`config.mk`:
```
export PLATFORM = sky130hd
export DESIGN_NAME = cal_channel_assess
export DESIGN_NICKNAME = d
export VERILOG_FILES = /design/src/cal_pkg.sv /design/src/cal_listen_if.sv /design/src/cal_channel_assess.sv /design/src/cal_listen_timer.sv
export SDC_FILE = /design/constraint.sdc
export NUM_CORES = 1
export LEC_CHECK = 0
export ABC_AREA = 1
export BUFFER_PORTS_ARGS = -buffer_cell sky130_fd_sc_hd__buf_2
export CAP_MARGIN = 20
export CORE_ASPECT_RATIO = 1.25
export CORE_UTILIZATION = 61
export CTS_CLUSTER_SIZE = 12
export DETAILED_ROUTE_END_ITERATION = 7
export PLACE_DENSITY = 0.83
export SLEW_MARGIN = 20
export SYNTH_ARGS = -nofsm -noshare
export SYNTH_HDL_FRONTEND = slang
export SYNTH_SLANG_ARGS = --single-unit
export TNS_END_PERCENT = 30
```
`constraint.sdc`:
```
create_clock -name sys_clk_in -period 6 [get_ports sys_clk_in]
set_input_delay 0.6 -clock sys_clk_in [delete_from_list [all_inputs] [get_ports sys_clk_in]]
set_output_delay 0.6 -clock sys_clk_in [all_outputs]
set_load 0.01 [all_outputs]
```
`src/cal_pkg.sv`:
```
package cal_pkg;

  // register indices on the documented register port
  localparam logic [5:0] RADIO_STATUS_ADDR   = 6'h01;
  localparam logic [5:0] ASSESS_CTRL_ADDR    = 6'h08;
  localparam logic [5:0] ENERGY_THRES_ADDR   = 6'h09;
  localparam logic [5:0] EXT_OP_CTRL_ADDR    = 6'h17;

  // field positions
  localparam int COMPLETE_BIT   = 7;
  localparam int IDLE_BIT       = 6;
  localparam int TRIGGER_BIT    = 7;
  localparam int MODE_LSB       = 5;
  localparam int LISTEN_SEL_BIT = 6;

  // values after reset
  localparam logic [1:0] MODE_RESET        = 2'h1;
  localparam logic [4:0] CHANNEL_RESET     = 5'h00;
  localparam logic [7:0] THRES_RESET       = 8'h77;
  localparam logic [7:0] EXT_CTRL_RESET    = 8'h00;
  localparam logic [7:0] EXT_CTRL_WR_MASK  = 8'hfe;

  // assessment modes
  typedef enum logic [1:0] {
    CAL_MODE_CS_OR_ED  = 2'b00,
    CAL_MODE_ED_ONLY   = 2'b01,
    CAL_MODE_CS_ONLY   = 2'b10,
    CAL_MODE_CS_AND_ED = 2'b11
  } cal_mode_t;

  // state commands that cancel a listening transaction
  localparam logic [4:0] CMD_FORCED_SYNTH_ON = 5'h04;
  localparam logic [4:0] CMD_FORCED_RADIO_OFF = 5'h03;

  // energy threshold step in hundredths of a dB
  localparam logic signed [16:0] THRES_STEP_CDB = 17'sd207;

  // timing, in ns, and derived counts at a 4 ns clock
  localparam int CLK_NS           = 4;
  localparam int SYMBOL_NS        = 50000;
  localparam int ASSESS_SYMBOLS   = 8;
  localparam int ASSESS_PROC_NS   = 12000;
  localparam int ASSESS_CYC       = (ASSESS_SYMBOLS * SYMBOL_NS + ASSESS_PROC_NS + CLK_NS - 1) / CLK_NS;
  localparam int LISTEN_FIXED_NS  = 5000000;
  localparam int LISTEN_MAX_NS    = 10000000;
  localparam int LISTEN_STEP_NS   = 500000;
  localparam int LISTEN_STEP_CYC  = LISTEN_STEP_NS / CLK_NS;
  localparam int LISTEN_FIXED_UNITS = LISTEN_FIXED_NS / LISTEN_STEP_NS;
  localparam int LISTEN_MAX_UNITS   = LISTEN_MAX_NS / LISTEN_STEP_NS;
  localparam int LISTEN_CHOICES     = LISTEN_MAX_UNITS - LISTEN_FIXED_UNITS + 1;

endpackage

```
`src/cal_listen_if.sv`:
```
`timescale 1ns/1ns
// start/finish handshake between the controller and the listening timer
interface cal_listen_if;
  logic start;       // one-cycle pulse, begins a listening period
  logic random_len;  // with start: 1 = random length, 0 = fixed length
  logic abort;       // one-cycle pulse, stops a running period
  logic done;        // one-cycle pulse at the end of a period
  logic running;     // level, a period is in progress
  modport timer (input start, input random_len, input abort, output done, output running);
  modport ctrl  (output start, output random_len, output abort, input done, input running);
endinterface

```
`src/cal_channel_assess.sv`:
```
`timescale 1ns/1ns
// Functional notes
// - complete flag 0 while measuring, 1 after
// - result stored at completion, cleared on request
// - result bit: 0 busy, 1 idle
// - trigger bit 7 starts measurement, self-clears
// - mode field 6:5 selects combination, resets 1
// - energy busy above floor plus 2.07 dB steps
// - fixed 5 ms listen, clear means send
// - busy means random 5-10 ms relisten, repeat
// - acknowledgements skip listening
// - listening only in extended operating mode
// - select bit 6 zero keeps backoff algorithm
// - listening ignores retry and exponent limits
// - forced state commands cancel listening
// - listening shares mode and threshold fields
// - manual trigger plays no listening role
// - manual measurement ends 8 symbols plus 12 us
// - request clears complete flag until finished
// - request outside basic receive completes immediately
module cal_channel_assess
  import cal_pkg::*;
#(
  parameter int                 ASSESS_CYCLES = ASSESS_CYC,
  parameter int                 STEP_CYCLES   = LISTEN_STEP_CYC,
  parameter logic signed [15:0] SIGNAL_FLOOR  = -16'sd10000
)
(
  // clock and reset
  input  wire logic               sys_clk_in,
  input  wire logic               rst_in,
  // register port
  input  wire logic [5:0]         reg_addr_in,
  input  wire logic [7:0]         reg_wdata_in,
  input  wire logic               reg_wr_in,
  input  wire logic               reg_rd_in,
  output logic      [7:0]         reg_rdata_out,
  // radio state from the transceiver core
  input  wire logic [4:0]         radio_state_in,
  input  wire logic               basic_rx_state_in,
  input  wire logic               extended_mode_in,
  input  wire logic               state_cmd_wr_in,
  input  wire logic [4:0]         state_command_in,
  // channel detectors
  input  wire logic               carrier_sense_in,
  input  wire logic signed [15:0] rx_power_in,
  // auto-retry transmit sequencer
  input  wire logic               aret_access_req_in,
  input  wire logic               aret_ack_frame_in,
  output logic                    aret_use_listen_out,
  output logic                    tx_go_out,
  output logic                    listen_active_out,
  // status outputs
  output logic                    assess_done_event_out,
  output logic      [4:0]         channel_out
);

  typedef enum logic [1:0] {
    ST_IDLE   = 2'b00,
    ST_MANUAL = 2'b01,
    ST_LISTEN = 2'b10
  } cal_state_t;

  cal_state_t  state;          // controller state
  logic [31:0] assess_cnt;     // cycles into a manual measurement
  logic        busy_seen;      // busy observed during current window
  logic        complete_flag;  // assessment finished
  logic        idle_flag;      // last result, 1 = idle
  logic [1:0]  mode;           // assessment mode field
  logic [7:0]  thres_reg;      // threshold register, reserved bits kept
  logic [7:0]  ext_ctrl;       // extended operation control

  cal_listen_if lt ();         // link to the listening timer

  // energy detector: power in hundredths of a dBm
  function automatic logic energy_busy(input logic signed [15:0] pwr, input logic [3:0] step);
    logic signed [16:0] lvl;
    lvl = 17'(SIGNAL_FLOOR) + THRES_STEP_CDB * $signed({1'b0, step});
    energy_busy = 17'(pwr) > lvl;
  endfunction

  // combine detectors as the mode field asks
  function automatic logic chan_busy(input logic [1:0] m, input logic cs, input logic ed);
    case (cal_mode_t'(m))
      CAL_MODE_CS_OR_ED:  chan_busy = cs | ed;
      CAL_MODE_ED_ONLY:   chan_busy = ed;
      CAL_MODE_CS_ONLY:   chan_busy = cs;
      default:            chan_busy = cs & ed;
    endcase
  endfunction

  // register write decode
  wire wr_ctrl   = reg_wr_in && (reg_addr_in == ASSESS_CTRL_ADDR);
  wire wr_thres  = reg_wr_in && (reg_addr_in == ENERGY_THRES_ADDR);
  wire wr_ext    = reg_wr_in && (reg_addr_in == EXT_OP_CTRL_ADDR);
  wire trigger   = wr_ctrl && reg_wdata_in[TRIGGER_BIT];
  wire manual_go = trigger && (state != ST_LISTEN);
  wire manual_skip = manual_go && !(basic_rx_state_in && !extended_mode_in);

  // one busy decision shared by both users
  wire ed_busy   = energy_busy(rx_power_in, thres_reg[3:0]);
  wire busy_now  = chan_busy(mode, carrier_sense_in, ed_busy);

  wire listen_sel = extended_mode_in && ext_ctrl[LISTEN_SEL_BIT];
  wire force_cmd  = state_cmd_wr_in &&
                    (state_command_in == CMD_FORCED_SYNTH_ON || state_command_in == CMD_FORCED_RADIO_OFF);
  wire ack_go     = aret_access_req_in && listen_sel && aret_ack_frame_in && (state == ST_IDLE);
  wire listen_go  = aret_access_req_in && listen_sel && !aret_ack_frame_in && (state == ST_IDLE);
  wire manual_end = (state == ST_MANUAL) && (assess_cnt == 32'(ASSESS_CYCLES - 1));
  wire period_busy = busy_seen | busy_now;
  wire listen_abort = (state == ST_LISTEN) && force_cmd;

  // read mux, reserved bits read zero where marked read-only
  wire [7:0] rd_mux =
    (reg_addr_in == RADIO_STATUS_ADDR) ? {complete_flag, idle_flag, 1'b0, radio_state_in} :
    (reg_addr_in == ASSESS_CTRL_ADDR)  ? {1'b0, mode, channel_out} :
    (reg_addr_in == ENERGY_THRES_ADDR) ? thres_reg :
    (reg_addr_in == EXT_OP_CTRL_ADDR)  ? ext_ctrl : 8'h00;

  // timer controls: a busy period chains straight into a random one
  // random relisten after busy
  // no retry limit, loops until clear or cancel
  assign lt.start      = listen_go || (state == ST_LISTEN && lt.done && period_busy && !force_cmd);
  assign lt.random_len = (state == ST_LISTEN);
  assign lt.abort      = listen_abort;
  assign aret_use_listen_out = listen_sel;

  // period lengths from the pseudo-random timer
  cal_listen_timer #(
    .STEP_CYCLES (STEP_CYCLES)
  ) u_timer (
    .sys_clk_in (sys_clk_in),
    .rst_in     (rst_in),
    .lt         (lt)
  );

  // read data register
  always_ff @(posedge sys_clk_in)
  begin
    if (rst_in)
      reg_rdata_out <= 8'h00;
    else if (reg_rd_in)
      reg_rdata_out <= rd_mux;
  end

  // configuration registers
  always_ff @(posedge sys_clk_in)
  begin
    if (rst_in)
    begin
      mode        <= MODE_RESET;
      channel_out <= CHANNEL_RESET;
      thres_reg   <= THRES_RESET;
      ext_ctrl    <= EXT_CTRL_RESET;
    end
    else
    begin
      if (wr_ctrl)
      begin
        mode        <= reg_wdata_in[MODE_LSB +: 2];
        channel_out <= reg_wdata_in[4:0];
      end
      if (wr_thres)
        thres_reg <= reg_wdata_in;
      // bit 0 is read-only zero
      if (wr_ext)
        ext_ctrl <= reg_wdata_in & EXT_CTRL_WR_MASK;
    end
  end

  // controller state machine
  always_ff @(posedge sys_clk_in)
  begin
    if (rst_in)
    begin
      state      <= ST_IDLE;
      assess_cnt <= 32'h0;
      busy_seen  <= 1'b0;
      tx_go_out  <= 1'b0;
    end
    else
    begin
      tx_go_out <= 1'b0;
      case (state)
        ST_IDLE:
        begin
          busy_seen  <= 1'b0;
          assess_cnt <= 32'h0;
          if (ack_go)
            tx_go_out <= 1'b1;
          else if (listen_go)
            state <= ST_LISTEN;
          else if (manual_go && !manual_skip)
            state <= ST_MANUAL;
        end
        ST_MANUAL:
        begin
          // a fresh trigger restarts the window
          // fixed measurement length
          if (trigger)
          begin
            assess_cnt <= 32'h0;
            busy_seen  <= 1'b0;
            if (manual_skip)
              state <= ST_IDLE;
          end
          else if (manual_end)
            state <= ST_IDLE;
          else
          begin
            assess_cnt <= assess_cnt + 32'h1;
            busy_seen  <= period_busy;
          end
        end
        ST_LISTEN:
        begin
          if (listen_abort)
            state <= ST_IDLE;
          else if (lt.done)
          begin
            busy_seen <= 1'b0;
            if (!period_busy)
            begin
              tx_go_out <= 1'b1;
              state     <= ST_IDLE;
            end
          end
          else
            busy_seen <= period_busy;
        end
        default:
          state <= ST_IDLE;
      endcase
    end
  end

  // completion flag, result and done pulse
  always_ff @(posedge sys_clk_in)
  begin
    if (rst_in)
    begin
      complete_flag         <= 1'b0;
      idle_flag             <= 1'b0;
      assess_done_event_out <= 1'b0;
    end
    else
    begin
      assess_done_event_out <= 1'b0;
      if (manual_go)
      begin
        complete_flag <= 1'b0;
        idle_flag     <= 1'b0;
      end
      // completion written last so it wins over a same-cycle clear
      if (manual_skip)
      begin
        complete_flag         <= 1'b1;
        assess_done_event_out <= 1'b1;
      end
      else if (manual_end && !trigger)
      begin
        complete_flag         <= 1'b1;
        idle_flag             <= !period_busy;
        assess_done_event_out <= 1'b1;
      end
    end
  end

  assign listen_active_out = (state == ST_LISTEN);

  // helper: length of the current listening period
  logic [31:0] per_cnt;
  logic        first_per;
  always_ff @(posedge sys_clk_in)
  begin
    if (rst_in || lt.start)
      per_cnt <= 32'h1;
    else
      per_cnt <= per_cnt + 32'h1;
  end
  always_ff @(posedge sys_clk_in)
  begin
    if (rst_in)
      first_per <= 1'b0;
    else if (lt.start)
      first_per <= !lt.random_len;
  end

  a_request_clears_done: assert property (@(posedge sys_clk_in) disable iff (rst_in)
    manual_go && basic_rx_state_in && !extended_mode_in |=> !complete_flag)
    else $error("complete flag not cleared by request");

  a_request_clears_idle: assert property (@(posedge sys_clk_in) disable iff (rst_in)
    manual_go |=> !idle_flag || complete_flag)
    else $error("result not cleared by request");

  a_manual_length: assert property (@(posedge sys_clk_in) disable iff (rst_in)
    assess_done_event_out && $past(state) == ST_MANUAL && !$past(manual_skip)
      |-> $past(assess_cnt) == 32'(ASSESS_CYCLES - 1))
    else $error("manual measurement length wrong");

  a_outside_rx: assert property (@(posedge sys_clk_in) disable iff (rst_in)
    manual_go && !basic_rx_state_in |=> assess_done_event_out && complete_flag && !idle_flag)
    else $error("request outside receive not completed at once");

  a_trigger_reads0: assert property (@(posedge sys_clk_in) disable iff (rst_in)
    reg_rd_in && reg_addr_in == ASSESS_CTRL_ADDR |=> !reg_rdata_out[TRIGGER_BIT])
    else $error("trigger bit reads back set");

  a_ack_skip: assert property (@(posedge sys_clk_in) disable iff (rst_in)
    ack_go |=> tx_go_out && !listen_active_out)
    else $error("acknowledgement was made to listen");

  a_cancel_listen: assert property (@(posedge sys_clk_in) disable iff (rst_in)
    listen_active_out && force_cmd |=> !listen_active_out && !lt.running && !tx_go_out)
    else $error("forced command did not cancel listening");

  a_fixed_period: assert property (@(posedge sys_clk_in) disable iff (rst_in)
    lt.done && first_per |-> per_cnt == 32'(LISTEN_FIXED_UNITS * STEP_CYCLES))
    else $error("first listening period not fixed length");

  a_random_period: assert property (@(posedge sys_clk_in) disable iff (rst_in)
    lt.done && !first_per |-> per_cnt >= 32'(LISTEN_FIXED_UNITS * STEP_CYCLES)
                           && per_cnt <= 32'(LISTEN_MAX_UNITS * STEP_CYCLES))
    else $error("random listening period out of range");

  a_csma_default: assert property (@(posedge sys_clk_in) disable iff (rst_in)
    !ext_ctrl[LISTEN_SEL_BIT] || !extended_mode_in |-> !aret_use_listen_out)
    else $error("listening selected without select bit");

  a_trigger_no_listen: assert property (@(posedge sys_clk_in) disable iff (rst_in)
    listen_active_out && trigger && !force_cmd && !lt.done |=> listen_active_out && !assess_done_event_out)
    else $error("manual trigger disturbed listening");

endmodule

```
`src/cal_listen_timer.sv`:
```
`timescale 1ns/1ns
module cal_listen_timer
  import cal_pkg::*;
#(
  parameter int STEP_CYCLES = LISTEN_STEP_CYC
)
(
  // clock and reset
  input  wire logic sys_clk_in,
  input  wire logic rst_in,
  // controller side
  cal_listen_if.timer lt
);

  logic [31:0] div_cnt;    // half-millisecond divider
  logic [4:0]  units_left; // half-millisecond units still to run
  logic [7:0]  lfsr;       // pseudo-random source
  logic        run;        // period in progress

  // divider restarts on start so every period is whole units, no phase jitter
  wire         step_tick  = run && (div_cnt == 32'(STEP_CYCLES - 1));
  wire  [3:0]  rand_pick  = 4'(lfsr % 8'(LISTEN_CHOICES));
  wire  [4:0]  start_units = lt.random_len ? 5'(LISTEN_FIXED_UNITS) + 5'(rand_pick)
                                           : 5'(LISTEN_FIXED_UNITS);
  wire         last_tick  = step_tick && (units_left == 5'h01);

  assign lt.running = run;
  assign lt.done    = last_tick;

  // free-running lfsr, taps 8,6,5,4
  always_ff @(posedge sys_clk_in)
  begin
    if (rst_in)
      lfsr <= 8'h5a;
    else
      lfsr <= {lfsr[6:0], lfsr[7] ^ lfsr[5] ^ lfsr[4] ^ lfsr[3]};
  end

  // period counter; abort beats start so a cancel always empties the timer
  always_ff @(posedge sys_clk_in)
  begin
    if (rst_in || lt.abort)
    begin
      run        <= 1'b0;
      div_cnt    <= 32'h0;
      units_left <= 5'h00;
    end
    else if (lt.start)
    begin
      run        <= 1'b1;
      div_cnt    <= 32'h0;
      units_left <= start_units;
    end
    else if (run)
    begin
      div_cnt <= step_tick ? 32'h0 : div_cnt + 32'h1;
      if (step_tick)
        units_left <= units_left - 5'h01;
      if (last_tick)
        run <= 1'b0;
    end
  end

endmodule

```
==> reports/results.ini <==
[cts]
clock_tree.buffer_depth = 2
cts_inserted_buffers = 17
clkLatencyLatePin_ns = 0.43
holdBufCountCts = 0
tritoncts_clock_tree = yes
clockRootBuffer = clkbuf_16
cts_clock_pin_slew_for_the_worst_setup_and_hold_paths_ns = 0.06
clock_sinks = 115
cts-htree-levels = 4

[worst_setup_path]
worstPathRequired_ns = 6.33
worstPathMaxFanout = 27
critPathBufInv = 3
category_of_the_critical_setup_timing_path = reg -> reg
worst_r2r_startpoint = thres_reg[2]$_SDFFE_PP1P_
worstSetupStartpointType = register
crit_path_end_kind = register
ff2ff_path_depth = 27
critical_path.top_delay_family = adder cells
r2r_setup_slack_ns = 0.55
regToRegEndpoint = u_timer.div_cnt[8]$_SDFFE_PP0P_
maximum_cell_stage_delay_along_the_critical_path_ns = 0.54
timing.critical_path.slowest_stage_cell = fa_1
data_arrival_critical_path_ns = 5.79

[layout]
layout.cells.most_common = nand2_1
diodes = 0
area_growth_pct = 15.4
layout.cells.most_common_list = nand2_1, inv_1, nor2_1
layoutNonFillerInstCount = 1357
final_layout_size_suffix_gt1_share_pct = 13.1
finish.utilization_pct = 71.7
finish.net_count = 1276
largest_registers = assess_cnt x32, u_timer.div_cnt x32

[power_and_ir_drop]
share_seq_of_total_power_pct = 30.6
ir_drop_worst_case_vdd_v = 0.000210
switching_share_pct = 32.3
share_comb_of_total_power_pct = 25.3
power_density_nw_per_um2 = 301
power.switching_uw = 844
pwr-share-clk_pct = 44.1
totalPowerFinal_mw = 2.61
p_leak_nw = 3.67
p_int_mw = 1.77

[floorplan]
io-pin-count = 67
initial_core_util_pct = 62.1
fp.dieW_um = 101
rows = 45
core_region_area_sq_um = 12100
design.die.area_sq_um = 12800
fp.dieH_um = 126

[logic_synthesis]
synth_async_sr_flop_share_pct = 0
syn_avg_cell_area_sq_um = 6.77
flip_flop_and_latch_count_after_synthesis = 115
synth_enable_flop_cells = 0
synth.yosys.warnings = 0
synth.cell_area_sq_um = 7520
synth.distinct_cells = 52
ys_seq_area_share_pct = 30.6
postSynthCellCount = 1110
synth.net_count = 1206
postSynth.topFlopCell = dfxtp_1

[worst_hold_path]
hold_path.class = in -> reg
hold-path-cell-count = 3
whs_endpoint = thres_reg[4]$_SDFFE_PP1P_
timing.hold.worst.start = reg_wdata_in[4]

[outcome]
result_of_the_run = finished clean

[global_route]
first_global_vias = 7277
grt_use_total_pct = 31.1
grt_first_pass_wirelength_um = 31900
grt_overflow_total = 0
antenna_violations_before_repair = 0
grt_start_max_net_pins = 44

[sta]
worst_slack_ns = 0.545
setup_viol = 0
final.setup_skew_ns = 0.00588
unrepaired_setup_endpoints_after_global_routing = no
post-route-period-util_pct = 90.9
drv_slew = 0
period_needed_ns = 5.45
timing.final.hold_violations = 0
clock.fmax_mhz = 183
final.setup.tns_ns = 0
maxSlewHeadroom_pct = 40.5
slew_at_the_pin_closest_to_its_max_slew_limit_ns = 0.893

[route]
drt-vias-per-instance = 5.61
postRouteAntennaNets = 0
wire_per_inst_um = 13.8
initial_detailed_routing_violation_count = 483
drc = 0
totalWireLength_um = 18800
drt_pass1_iterations = 5
detailroute.via_count = 7606

[placed_design]
hpwl_um = 13300
buffers_on_ports = 66
gp_congestion = 0.889
placed_cells = 1325
placement.setup.worst_slack_ns = 0.513

[job]
timing.max_cap.violations = 0

-- worst max path at each step --
| stage | from | to | cells after the start |
|---|---|---|---|
| final | thres_reg[2]$_SDFFE_PP1P_ | u_timer.div_cnt[8]$_SDFFE_PP0P_ | 27 |
| after global routing | thres_reg[2]$_SDFFE_PP1P_ | u_timer.units_left[4]$_SDFFE_PP0P_ | 32 |
| after CTS | thres_reg[2]$_SDFFE_PP1P_ | u_timer.units_left[4]$_SDFFE_PP0P_ | 32 |
| after detailed placement | thres_reg[2]$_SDFFE_PP1P_ | u_timer.units_left[4]$_SDFFE_PP0P_ | 32 |
| after global placement | thres_reg[2]$_SDFFE_PP1P_ | u_timer.units_left[4]$_SDFFE_PP0P_ | 32 |
| after floorplan | thres_reg[2]$_SDFFE_PP1P_ | u_timer.div_cnt[12]$_SDFFE_PP0P_ | 30 |
-- layer usage --
layer | share of wire, % | GRT usage (%) | vias up
li1 | - | - | 3828
met1 | 41 | 35.0 | 3478
met2 | 51 | 55.6 | 244
met3 | 5.6 | 5.60 | 56
met4 | 3.1 | 14.7 | 0
met5 | 0 | 0 | -
-- worst register-to-register path: cells and delay by family (launching register included) --
kind | cells | cell delay, ns
AO/OA/AOI/OAI | 8 | 1.25
AND/OR/NAND/NOR | 11 | 1.06
flip-flops | 1 | 0.45
buffers and inverters | 3 | 0.50
XOR/XNOR | 1 | 0.29
adder cells (fa/ha/maj) | 4 | 1.81
-- metrics by stage --
step / area [sq um] / hold WS, ns
4_1_cts: 8680 / 0.417
5_1_grt: 8680 / 0.438
2_1_floorplan: 7520 / 0.425
3_3_place_gp: 8010 / 0.436
6_report: 8680 / 0.413
3_5_place_dp: 8010 / 0.448
-- timing repair --
item / 4_1_cts / 5_1_grt
setup endpoints to repair: 0 / 22
resized for setup: 0 / 2
buffers inserted: 0 / 0
-- cells in the mapped netlist, types with 4 or more instances --
cell	count	area share [%]
nor3_1	35	2.3
fa_1	4	1.1
a221oi_1	9	1.0
nand3_4	5	1.2
inv_1	170	8.5
nor3b_1	6	0.60
nor2_1	117	5.8
dfxtp_1	115	31
nand2_1	219	11
nand2_2	16	1.3
a21oi_1	80	5.3
clkbuf_1	16	0.80
nand3_1	60	4.0
a211oi_1	10	1.0
or2_2	6	0.50
clkinv_1	4	0.20
xor2_1	20	2.3
xnor2_1	6	0.70
nand2_4	5	0.75
inv_2	7	0.35
o211ai_1	11	1.1
o21ai_0	52	3.5
a31oi_1	4	0.33
nor4_1	25	2.1
nand4_1	24	2.0
ha_1	42	7.0
o221ai_1	4	0.47
-- power groups by stage --
stage	clock network [mW]	logic, mW	registers (mW)
3_5_place_dp	0	0.634	0.815
5_1_grt	1.18	0.743	0.802
6_report	1.15	0.660	0.799
2_1_floorplan	0	0.492	0.811
4_1_cts	1.15	0.658	0.799
3_3_place_gp	0	0.626	0.814
-- logic make-up after synthesis --
kind of cell / after synthesis / share of synthesized area (%)
and+or+nand+nor: 530 / 32.8
adders and majority gates: 46 / 8.05
AOI/OAI and AO/OA: 192 / 15.2
DFF: 115 / 30.6
buffers and inverters: 200 / 10.1
xor gates and xnor gates: 27 / 3.25
-- final cells by class --
| class | instances | area [sq um] |
|---|---|---|
| Inverter | 181 | 679 |
| Multi-Input combinational cell | 795 | 4460 |
| Timing Repair Buffer | 70 | 360 |
| Tap cell | 164 | 205 |
| Clock buffer | 21 | 470 |
| Clock inverter | 11 | 199 |
| Fill cell | 991 | 3430 |
| Sequential cell | 115 | 2300 |
No activity file was read; power rests on OpenSTA's default activity.
